===== config.mk =====
export PLATFORM = sky130hd
export DESIGN_NAME = vpic_top
export DESIGN_NICKNAME = d
export VERILOG_FILES = /design/src/vpic_pkg.sv /design/src/vpic_top.sv /design/src/vpic_prio.sv
export VERILOG_INCLUDE_DIRS = /design/src
export SDC_FILE = /design/constraint.sdc
export NUM_CORES = 1
export LEC_CHECK = 0
export ABC_AREA = 0
export ABC_CLOCK_PERIOD_IN_PS = 2400
export BUFFER_PORTS_ARGS = -buffer_cell sky130_fd_sc_hd__clkbuf_2
export CAP_MARGIN = 30
export CORE_ASPECT_RATIO = 0.5
export CORE_MARGIN = 4
export CORE_UTILIZATION = 53
export DETAILED_ROUTE_END_ITERATION = 6
export GPL_TIMING_DRIVEN = 0
export PLACE_DENSITY = 0.74
export SLEW_MARGIN = 20
export SYNTH_ARGS = -nofsm -noshare
export SYNTH_HDL_FRONTEND = slang
export SYNTH_SLANG_ARGS = --single-unit

===== constraint.sdc =====
create_clock -name i_mclk -period 2.4 [get_ports i_mclk]
set_clock_uncertainty 0.2 [all_clocks]
set_input_delay 0.24 -clock i_mclk [delete_from_list [all_inputs] [get_ports i_mclk]]
set_output_delay 0.24 -clock i_mclk [all_outputs]
set_load 0.01 [all_outputs]

===== src/vpic_cfg.svh =====
// Register offsets, field positions and reset values of the interrupt controller.
`ifndef VPIC_CFG_SVH
`define VPIC_CFG_SVH
`define VPIC_ADDR_W 5
`define VPIC_OFF_ENABLE_A 5'h00
`define VPIC_OFF_ENABLE_B 5'h01
`define VPIC_OFF_PENDING_A 5'h02
`define VPIC_OFF_PENDING_B 5'h03
`define VPIC_OFF_IN_SERVICE_A 5'h04
`define VPIC_OFF_IN_SERVICE_B 5'h05
`define VPIC_OFF_MASK_A 5'h06
`define VPIC_OFF_MASK_B 5'h07
`define VPIC_OFF_VECTOR_BASE 5'h08
`define VPIC_VEC_BASE_MSB 7
`define VPIC_VEC_BASE_LSB 4
`define VPIC_VEC_SOFT_EOI_BIT 3
`define VPIC_RST_VECTOR_BASE 8'h0f
`define VPIC_RST_CHANNELS 16'h0000
`define VPIC_RST_BYTE 8'h00
`endif


===== src/vpic_pkg.sv =====
// Types shared by the interrupt controller modules.
package vpic_pkg;
  // Acknowledge cycle sequencer, one-hot.
  typedef enum logic [3:0] {
    ST_IDLE = 4'b0001,
    ST_WAIT_CHAIN = 4'b0010,
    ST_SUPPLY = 4'b0100,
    ST_PASS = 4'b1000
  } vpic_fsm_type;

  // Whole state of the controller.
  typedef struct packed {
    logic [15:0] enable;
    logic [15:0] pending;
    logic [15:0] in_service;
    logic [15:0] mask;
    logic [7:0] vector_base;
    logic [7:0] rdata;
    vpic_fsm_type state;
    logic have_win;
    logic [3:0] win_chan;
    logic [7:0] vec_out;
    logic data_oe;
    logic transfer_acknowledge;
    logic chain_out;
  } vpic_state_type;

  // Highest set bit of a channel vector: found flag and index.
  function automatic logic [4:0] vpic_highest(input logic [15:0] v);
    logic [4:0] res;
    res = 5'h00;
    for (int i = 0; i < 16; i++) begin
      if (v[i]) begin
        res = {1'b1, 4'(i)};
      end
    end
    return res;
  endfunction
endpackage


===== src/vpic_top.sv =====
// Vectored priority interrupt controller with daisy chain and register port.
//
// Notes on behaviour
// - Sixteen channels, line 15 highest, line 0 lowest.
// - Channel codes 15 to 8 for upper group.
// - Channel codes 7 to 0 for lower group.
// - Acknowledge supplies highest pending channel's vector.
// - Masked channels are skipped during ranking.
// - Vector low nibble is channel number.
// - Vector high nibble from vector register.
// - Enable bits written and readable any time.
// - Enabled channel event asserts active-low request if unmasked and above any in-service channel.
// - Disabled channel events are ignored entirely.
// - Writing enable zero clears pending bit.
// - Disabling leaves in-service bit untouched.
// - All chained devices resolve priority concurrently.
// - Chain in, nothing pending: pass chain on.
// - Chain in with pending: supply vector, hold chain.
// - Drive vector, then assert transfer acknowledge.
// - Passing device drives neither data nor acknowledge.
// - Reset: vector register 0F, channels cleared.
// - Supplied vector clears its pending bit.
`timescale 1ns/10ps
`include "vpic_cfg.svh"
module vpic_top (
  // Clock and reset.
  input wire logic i_mclk,
  input wire logic i_rst_n,
  // Register port.
  input wire logic [`VPIC_ADDR_W-1:0] i_addr,
  input wire logic [7:0] i_wdata,
  input wire logic i_wr,
  input wire logic i_rd,
  output logic [7:0] o_rdata,
  // Interrupt sources, one pulse per event, index is channel number.
  input wire logic [15:0] i_chan_event,
  // Processor side of the acknowledge cycle.
  output logic o_irq_n,
  input wire logic i_irq_acknowledge_in_n,
  input wire logic i_data_strobe_n,
  output logic [7:0] o_data,
  output logic o_data_oe,
  output logic o_transfer_acknowledge_n,
  output logic o_transfer_acknowledge_oe,
  // Daisy chain.
  input wire logic i_chain_enable_in_n,
  output logic o_chain_enable_out_n
);
  // -------------------------------------------------------------------
  // State and resolver
  // -------------------------------------------------------------------
  vpic_pkg::vpic_state_type r_reg; // Current state.
  vpic_pkg::vpic_state_type r_next; // Next state.
  logic res_any; // Some channel may be served now.
  logic [3:0] res_chan; // Winning channel number.
  logic ack_active; // Acknowledge and strobe both asserted.
  logic wr_ena_a; // Write to enable register A.
  logic wr_ena_b; // Write to enable register B.
  logic [15:0] dis_clr; // Channels whose enable bit is written zero.
  logic [15:0] sw_pend_clr; // Pending bits cleared by software.
  logic [15:0] sw_isr_clr; // In-service bits cleared by software.
  logic [15:0] ack_clr; // Pending bit cleared by a supplied vector.
  logic [15:0] isr_set; // In-service bit set by a supplied vector.

  // Resolver runs all the time, so every chained part ranks concurrently.
  vpic_prio u_prio (
    .i_pending(r_reg.pending),
    .i_mask(r_reg.mask),
    .i_in_service(r_reg.in_service),
    .o_any(res_any),
    .o_chan(res_chan)
  );

  // -------------------------------------------------------------------
  // Next-state logic
  // -------------------------------------------------------------------
  // Register writes, pending and in-service updates and the acknowledge
  // sequencer all fill one copy of the state.
  always_comb begin
    r_next = r_reg;
    ack_active = !i_irq_acknowledge_in_n && !i_data_strobe_n;
    wr_ena_a = i_wr && (i_addr == `VPIC_OFF_ENABLE_A);
    wr_ena_b = i_wr && (i_addr == `VPIC_OFF_ENABLE_B);
    dis_clr = 16'h0000;
    sw_pend_clr = 16'h0000;
    sw_isr_clr = 16'h0000;
    ack_clr = 16'h0000;
    isr_set = 16'h0000;
    // Enable writes; a zero bit also clears the pending bit.
    if (wr_ena_a) begin
      r_next.enable[15:8] = i_wdata;
      dis_clr[15:8] = ~i_wdata;
    end
    if (wr_ena_b) begin
      r_next.enable[7:0] = i_wdata;
      dis_clr[7:0] = ~i_wdata;
    end
    // Pending and in-service registers clear on zero, ones are ignored.
    if (i_wr && (i_addr == `VPIC_OFF_PENDING_A)) begin
      sw_pend_clr[15:8] = ~i_wdata;
    end
    if (i_wr && (i_addr == `VPIC_OFF_PENDING_B)) begin
      sw_pend_clr[7:0] = ~i_wdata;
    end
    if (i_wr && (i_addr == `VPIC_OFF_IN_SERVICE_A)) begin
      sw_isr_clr[15:8] = ~i_wdata;
    end
    if (i_wr && (i_addr == `VPIC_OFF_IN_SERVICE_B)) begin
      sw_isr_clr[7:0] = ~i_wdata;
    end
    // Mask and vector base registers store the written byte.
    if (i_wr && (i_addr == `VPIC_OFF_MASK_A)) begin
      r_next.mask[15:8] = i_wdata;
    end
    if (i_wr && (i_addr == `VPIC_OFF_MASK_B)) begin
      r_next.mask[7:0] = i_wdata;
    end
    if (i_wr && (i_addr == `VPIC_OFF_VECTOR_BASE)) begin
      r_next.vector_base = i_wdata;
    end
    // Read data stands in the cycle after the read strobe only.
    r_next.rdata = 8'h00;
    if (i_rd) begin
      unique case (i_addr)
        `VPIC_OFF_ENABLE_A: r_next.rdata = r_reg.enable[15:8];
        `VPIC_OFF_ENABLE_B: r_next.rdata = r_reg.enable[7:0];
        `VPIC_OFF_PENDING_A: r_next.rdata = r_reg.pending[15:8];
        `VPIC_OFF_PENDING_B: r_next.rdata = r_reg.pending[7:0];
        `VPIC_OFF_IN_SERVICE_A: r_next.rdata = r_reg.in_service[15:8];
        `VPIC_OFF_IN_SERVICE_B: r_next.rdata = r_reg.in_service[7:0];
        `VPIC_OFF_MASK_A: r_next.rdata = r_reg.mask[15:8];
        `VPIC_OFF_MASK_B: r_next.rdata = r_reg.mask[7:0];
        `VPIC_OFF_VECTOR_BASE: r_next.rdata = r_reg.vector_base;
        default: r_next.rdata = 8'h00;
      endcase
    end
    // Acknowledge sequencer.
    unique case (r_reg.state)
      vpic_pkg::ST_IDLE: begin
        // The winner is frozen at the start of the cycle.
        if (ack_active) begin
          r_next.have_win = res_any;
          r_next.win_chan = res_chan;
          r_next.state = vpic_pkg::ST_WAIT_CHAIN;
        end
      end
      vpic_pkg::ST_WAIT_CHAIN: begin
        if (!ack_active) begin
          r_next.state = vpic_pkg::ST_IDLE;
        end else if (!i_chain_enable_in_n && r_reg.have_win) begin
          // Drive the vector now, acknowledge one cycle later.
          r_next.state = vpic_pkg::ST_SUPPLY;
          r_next.vec_out = {r_reg.vector_base[`VPIC_VEC_BASE_MSB:`VPIC_VEC_BASE_LSB],
                            r_reg.win_chan};
          r_next.data_oe = 1'b1;
          ack_clr[r_reg.win_chan] = 1'b1;
          if (r_reg.vector_base[`VPIC_VEC_SOFT_EOI_BIT]) begin
            isr_set[r_reg.win_chan] = 1'b1;
          end
        end else if (!i_chain_enable_in_n) begin
          r_next.state = vpic_pkg::ST_PASS;
          r_next.chain_out = 1'b1;
        end
      end
      vpic_pkg::ST_SUPPLY: begin
        if (!ack_active) begin
          r_next.state = vpic_pkg::ST_IDLE;
          r_next.data_oe = 1'b0;
          r_next.transfer_acknowledge = 1'b0;
        end else begin
          r_next.transfer_acknowledge = 1'b1;
        end
      end
      vpic_pkg::ST_PASS: begin
        // A passing device keeps off the data bus and acknowledge.
        if (!ack_active) begin
          r_next.state = vpic_pkg::ST_IDLE;
          r_next.chain_out = 1'b0;
        end
      end
    endcase
    // Events on enabled channels set pending; a set wins over any clear.
    r_next.pending = (r_reg.pending & ~dis_clr & ~sw_pend_clr & ~ack_clr)
                     | (i_chan_event & r_next.enable);
    // Disabling does not touch in-service; only software clears it.
    r_next.in_service = (r_reg.in_service & ~sw_isr_clr) | isr_set;
  end

  // -------------------------------------------------------------------
  // State register
  // -------------------------------------------------------------------
  // Reset clears channels and loads the vector base reset value.
  always_ff @(posedge i_mclk or negedge i_rst_n) begin
    if (!i_rst_n) begin
      r_reg.enable <= `VPIC_RST_CHANNELS;
      r_reg.pending <= `VPIC_RST_CHANNELS;
      r_reg.in_service <= `VPIC_RST_CHANNELS;
      r_reg.mask <= `VPIC_RST_CHANNELS;
      r_reg.vector_base <= `VPIC_RST_VECTOR_BASE;
      r_reg.rdata <= `VPIC_RST_BYTE;
      r_reg.state <= vpic_pkg::ST_IDLE;
      r_reg.have_win <= 1'b0;
      r_reg.win_chan <= 4'h0;
      r_reg.vec_out <= `VPIC_RST_BYTE;
      r_reg.data_oe <= 1'b0;
      r_reg.transfer_acknowledge <= 1'b0;
      r_reg.chain_out <= 1'b0;
    end else begin
      r_reg <= r_next;
    end
  end

  // -------------------------------------------------------------------
  // Outputs
  // -------------------------------------------------------------------
  // Request is low while any channel may be served.
  assign o_irq_n = !res_any;
  assign o_rdata = r_reg.rdata;
  assign o_data = r_reg.vec_out;
  assign o_data_oe = r_reg.data_oe;
  // Acknowledge is driven low only while this device answers.
  assign o_transfer_acknowledge_n = !r_reg.transfer_acknowledge;
  assign o_transfer_acknowledge_oe = r_reg.transfer_acknowledge;
  assign o_chain_enable_out_n = !r_reg.chain_out;
endmodule


===== src/vpic_prio.sv =====
// Fixed-priority resolver that picks the winning interrupt channel.
`timescale 1ns/10ps
module vpic_prio (
  // Channel state.
  input wire logic [15:0] i_pending,
  input wire logic [15:0] i_mask,
  input wire logic [15:0] i_in_service,
  // Resolution result.
  output logic o_any,
  output logic [3:0] o_chan
);
  // Channels at or below the highest in-service channel are held back.
  logic [4:0] isr_top;
  logic [15:0] above;
  logic [15:0] eligible;
  logic [4:0] win;

  // Builds the set of channels allowed to request, then ranks them.
  always_comb begin
    isr_top = vpic_pkg::vpic_highest(i_in_service);
    for (int i = 0; i < 16; i++) begin
      above[i] = !isr_top[4] || (5'(i) > {1'b0, isr_top[3:0]});
    end
    eligible = i_pending & i_mask & above;
    win = vpic_pkg::vpic_highest(eligible);
    o_any = win[4];
    o_chan = win[3:0];
  end
endmodule


==> summary by stage <==
Routing
The number of nets still failing antenna checks after routing is 0. The DRC violation total after the first TritonRoute iteration is 664. The first TritonRoute pass finished after 6 iterations. The ratio of routed vias to standard cells is 6.31. After detailed routing, the number of remaining DRC violations is 0.

The post-detailed-routing wire length is roughly 16,000 um. Dividing the detail-routed wire length by the instance count gives 21.4 um. The total number of vias is ~4,700.

Synthesis
For this run, the register share of the synthesized area comes to slightly below 50%. The number of enable-type register cells in the synthesized netlist is 0. In this run the cell area of the synthesized design comes to between 5000 and 6000 um2.

By area the synthesized netlist is led by sky130_fd_sc_hd__dfrtp_1 47%, sky130_fd_sc_hd__mux2_2 9.0%, sky130_fd_sc_hd__nand2_1 6.2%. The leading cell type by number of instances after synthesis is sky130_fd_sc_hd__dfrtp_1. The number of library cell types mapped by synthesis is 62.

Summed over all instances, the cell type with the most area after synthesis is sky130_fd_sc_hd__dfrtp_1. Synthesis inferred 100 register bits. In the synthesized netlist, the number of instances is ~520.

Among all flip-flop cells after synthesis, the most frequent one is sky130_fd_sc_hd__dfrtp_1. By count the netlist is led by 95 x sky130_fd_sc_hd__dfrtp_1, 84 x sky130_fd_sc_hd__nand2_1, 49 x sky130_fd_sc_hd__o21ai_0. For this run, the number of Yosys warnings is 0. The async set-reset flop share out of synthesis is 100%. The fraction of synthesized cell area taken by the top area cell type is 46.6%.

The mean instance size in the synthesized netlist is 9.91 um2. When the netlist entered floorplanning its net count stood at approximately 550.

Setup path
Measured in cells, the most critical reg-to-reg path has a length of 8. The type of origin of the critical path is a register. The required arrival time at the worst endpoint is 1960 ps.

The worst flop-to-flop path startpoint is r_reg[63]$_DFF_PN0_. The worst reg2reg path endpoint is r_reg[15]$_DFFE_PN0P_. The setup path with the least slack is of type reg2out.

The critical path endpoint category is an output port. Data on the critical path arrives at its endpoint at 2300 ps. The top fanout value on the critical path is 6.

The setup slack of the worst register-to-register path is 30 ps.

STA
Setup slack on the critical path of the routed design comes to -343 ps. For this run, the top clock speed supported by timing is roughly 0.36 GHz. The final period utilization is 114%. Summed over all failing endpoints, the final setup total negative slack is -343 ps. The count of pins over their slew limit came to 0. Measured against its own limit, the worst slew margin works out to approximately 40%. The final period demand of the worst path is between 2000 and 3000 ps.

Setup violations remaining at the end of the flow were counted as 1. The final hold violation count is 0. Setup repair after global routing could not meet its margin everywhere.

The slew at the pin closest to its max-slew limit is 899 ps.

Clocking
The later-pin clock latency in the skew report is between 300 and 400 ps. TritonCTS built the clock tree. Clock tree synthesis selected as its root buffer the cell sky130_fd_sc_hd__clkbuf_16.

Counting every sink on the clock net gives 100. The number of clock buffers added by TritonCTS is 9. The H-tree was split into 3 levels. The clock transition at the registers of the reported paths is 70 ps. In this run the deepest clock path goes through 2 buffers.

Run status
The flow ran to the end, but the final reports show violations. The checks that failed: negative setup slack.

Worst hold path
For hold timing, the worst endpoint is r_reg[17]$_DFFE_PN0P_. The worst hold path begins at i_chain_enable_in_n. The depth of the worst hold-timing path is 3. The worst hold path belongs to the class in2reg.

Place
The final estimated routing congestion in global placement is between 1 and 1.5. At the placement stage, the worst setup path has a slack of -308 ps. Input and output buffers added on the ports amount to 46. The placed instances occupy a cell area of approximately 5600 um2.

After legalization and detailed placement, the total HPWL measured 10,900 um.

GRT
The first global-routing pass estimated 25,000 um of wire. The overflow left after global routing is 0. The number of antenna violations at the first check in global routing is 0. The largest net degree at the start of global routing is 80.

The all-layer global routing usage is 28.5%. The via count of the first global-routing pass is 4,575.

Floorplan
The number of top-level pins is 57. The initial cell density of the core is between 50% and 60%. The floorplan die area is 11,400 um2. In this run the core area contains 24 standard-cell rows. From bottom edge to top edge, the die measures 77.4 um. The overall die width is 147 um. In this run the standard cell core region covers 9040 um2.

Power and ir drop
The switching part of the total power is between 30% and 40%. Summed over all cells, the static leakage comes to 2.70 nW. The switching power of the nets is 1.73 mW.

The worst voltage drop across the vdd grid is 428 uV. The share of total power dissipated in combinational logic is between 20% and 30%. The share of total power in the clock network is 29.9%.

The share of total power in sequential cells is about 43%. The internal portion of the total power is 3.55 mW. The power density relative to cell area is roughly 840 nW/um2.

Layout
The area added between synthesis and finish is 23.3%. In the final layout, the share of cells above drive strength 1 is 29.7%. The register with the most flip-flops in the layout has 82 of them. The final layout contains 640 nets.

The number of antenna diodes in the final layout is 0. The summed area of non-filler cells in the final layout is roughly 6300 um2. The final cell utilization of the core is 69.6%.

Run
Across the run, the number of max-cap violations was 0.
cells in the final DEF, fill, tap and decap left out, types with 8 or more instances in the layout:
master	instances
sky130_fd_sc_hd__clkbuf_16	9
sky130_fd_sc_hd__o21ai_0	48
sky130_fd_sc_hd__nand2b_1	8
sky130_fd_sc_hd__and3_1	9
sky130_fd_sc_hd__mux2_2	41
sky130_fd_sc_hd__nand2_1	82
sky130_fd_sc_hd__buf_4	32
sky130_fd_sc_hd__a22oi_1	23
sky130_fd_sc_hd__dfrtp_1	89
sky130_fd_sc_hd__o221ai_1	12
sky130_fd_sc_hd__clkbuf_2	45
sky130_fd_sc_hd__nor2_1	19
sky130_fd_sc_hd__a21oi_1	20
sky130_fd_sc_hd__nor3_1	11
sky130_fd_sc_hd__dlygate4sd3_1	17
sky130_fd_sc_hd__clkbuf_1	18
sky130_fd_sc_hd__nand3_1	8
power by group through the flow:
| stage | combinational (mW) | sequential, mW | clock (mW) |
|---|---|---|---|
| after global placement | 1.23 | 2.29 | 0 |
| after global routing | 1.55 | 2.33 | 1.66 |
| after CTS | 1.37 | 2.27 | 1.58 |
| after floorplan | 0.846 | 2.21 | 0 |
| final | 1.41 | 2.29 | 1.58 |
| after detailed placement | 1.26 | 2.30 | 0 |
worst max-delay path, cell delays in order (launching register included):
cell,delay [ps]
sky130_fd_sc_hd__dfrtp_2,420
sky130_fd_sc_hd__or3b_1,360
sky130_fd_sc_hd__a311oi_2,350
sky130_fd_sc_hd__a31oi_4,120
sky130_fd_sc_hd__o31ai_2,230
sky130_fd_sc_hd__nand2_1,110
sky130_fd_sc_hd__and4_1,230
sky130_fd_sc_hd__clkbuf_2,130
metrics by stage:
step | hold slack (ps) | total power [mW] | std cells
2_1_floorplan | -256 | 3.06 | 515
3_3_place_gp | 239 | 3.51 | 691
3_5_place_dp | -79.4 | 3.55 | 693
4_1_cts | 48.6 | 5.22 | 734
5_1_grt | 97.0 | 5.53 | 739
6_report | 69.6 | 5.28 | 739
routing by layer:
layer	GRT usage [%]	routed length [um]
met2	43.6	7070
met1	39.6	6650
met5	0	0
met3	8.61	1760
met4	8.82	339
how the worst max path moves through the flow:
stage,from,end,slack (ps)
after floorplan,r_reg[16]$_DFFE_PN1P_,r_reg[11]$_DFFE_PN0P_,200
after global routing,r_reg[61]$_DFF_PN0_,o_irq_n,-450
after CTS,r_reg[63]$_DFF_PN0_,o_irq_n,-320
final,r_reg[63]$_DFF_PN0_,o_irq_n,-340
after global placement,i_rst_n,o_data[7]$_DFFE_PN0P_,-400
after detailed placement,i_addr[1],r_reg[64]$_DFF_PN0_,-310
cells by family after synthesis:
logic type	share of synthesized area, %
flip-flops	49.2
AND/OR/NAND/NOR	17.7
buffers and inverters	4.46
multiplexers	9.05
AO/OA/AOI/OAI	19.6
repair_timing:
action / 4_1_cts / 5_1_grt
setup endpoints to repair: 14 / 28
resized for setup: 24 / 10
setup buffers: 9 / 6
hold buffers: 17 / 0
hold endpoints to repair: 114 / 0
pin swaps: 9 / 8
area by class of cell:
| class | instances | area, um2 |
|---|---|---|
| Tap cell | 130 | 163 |
| Buffer | 36 | 199 |
| Sequential cell | 100 | 2520 |
| Clock buffer | 12 | 246 |
| Fill cell | 696 | 2750 |
| Timing Repair Buffer | 80 | 557 |
| Inverter | 6 | 22.5 |
| Multi-Input combinational cell | 371 | 2510 |
| Clock inverter | 4 | 72.6 |
Note: power is estimated with default switching activity, not from simulation.
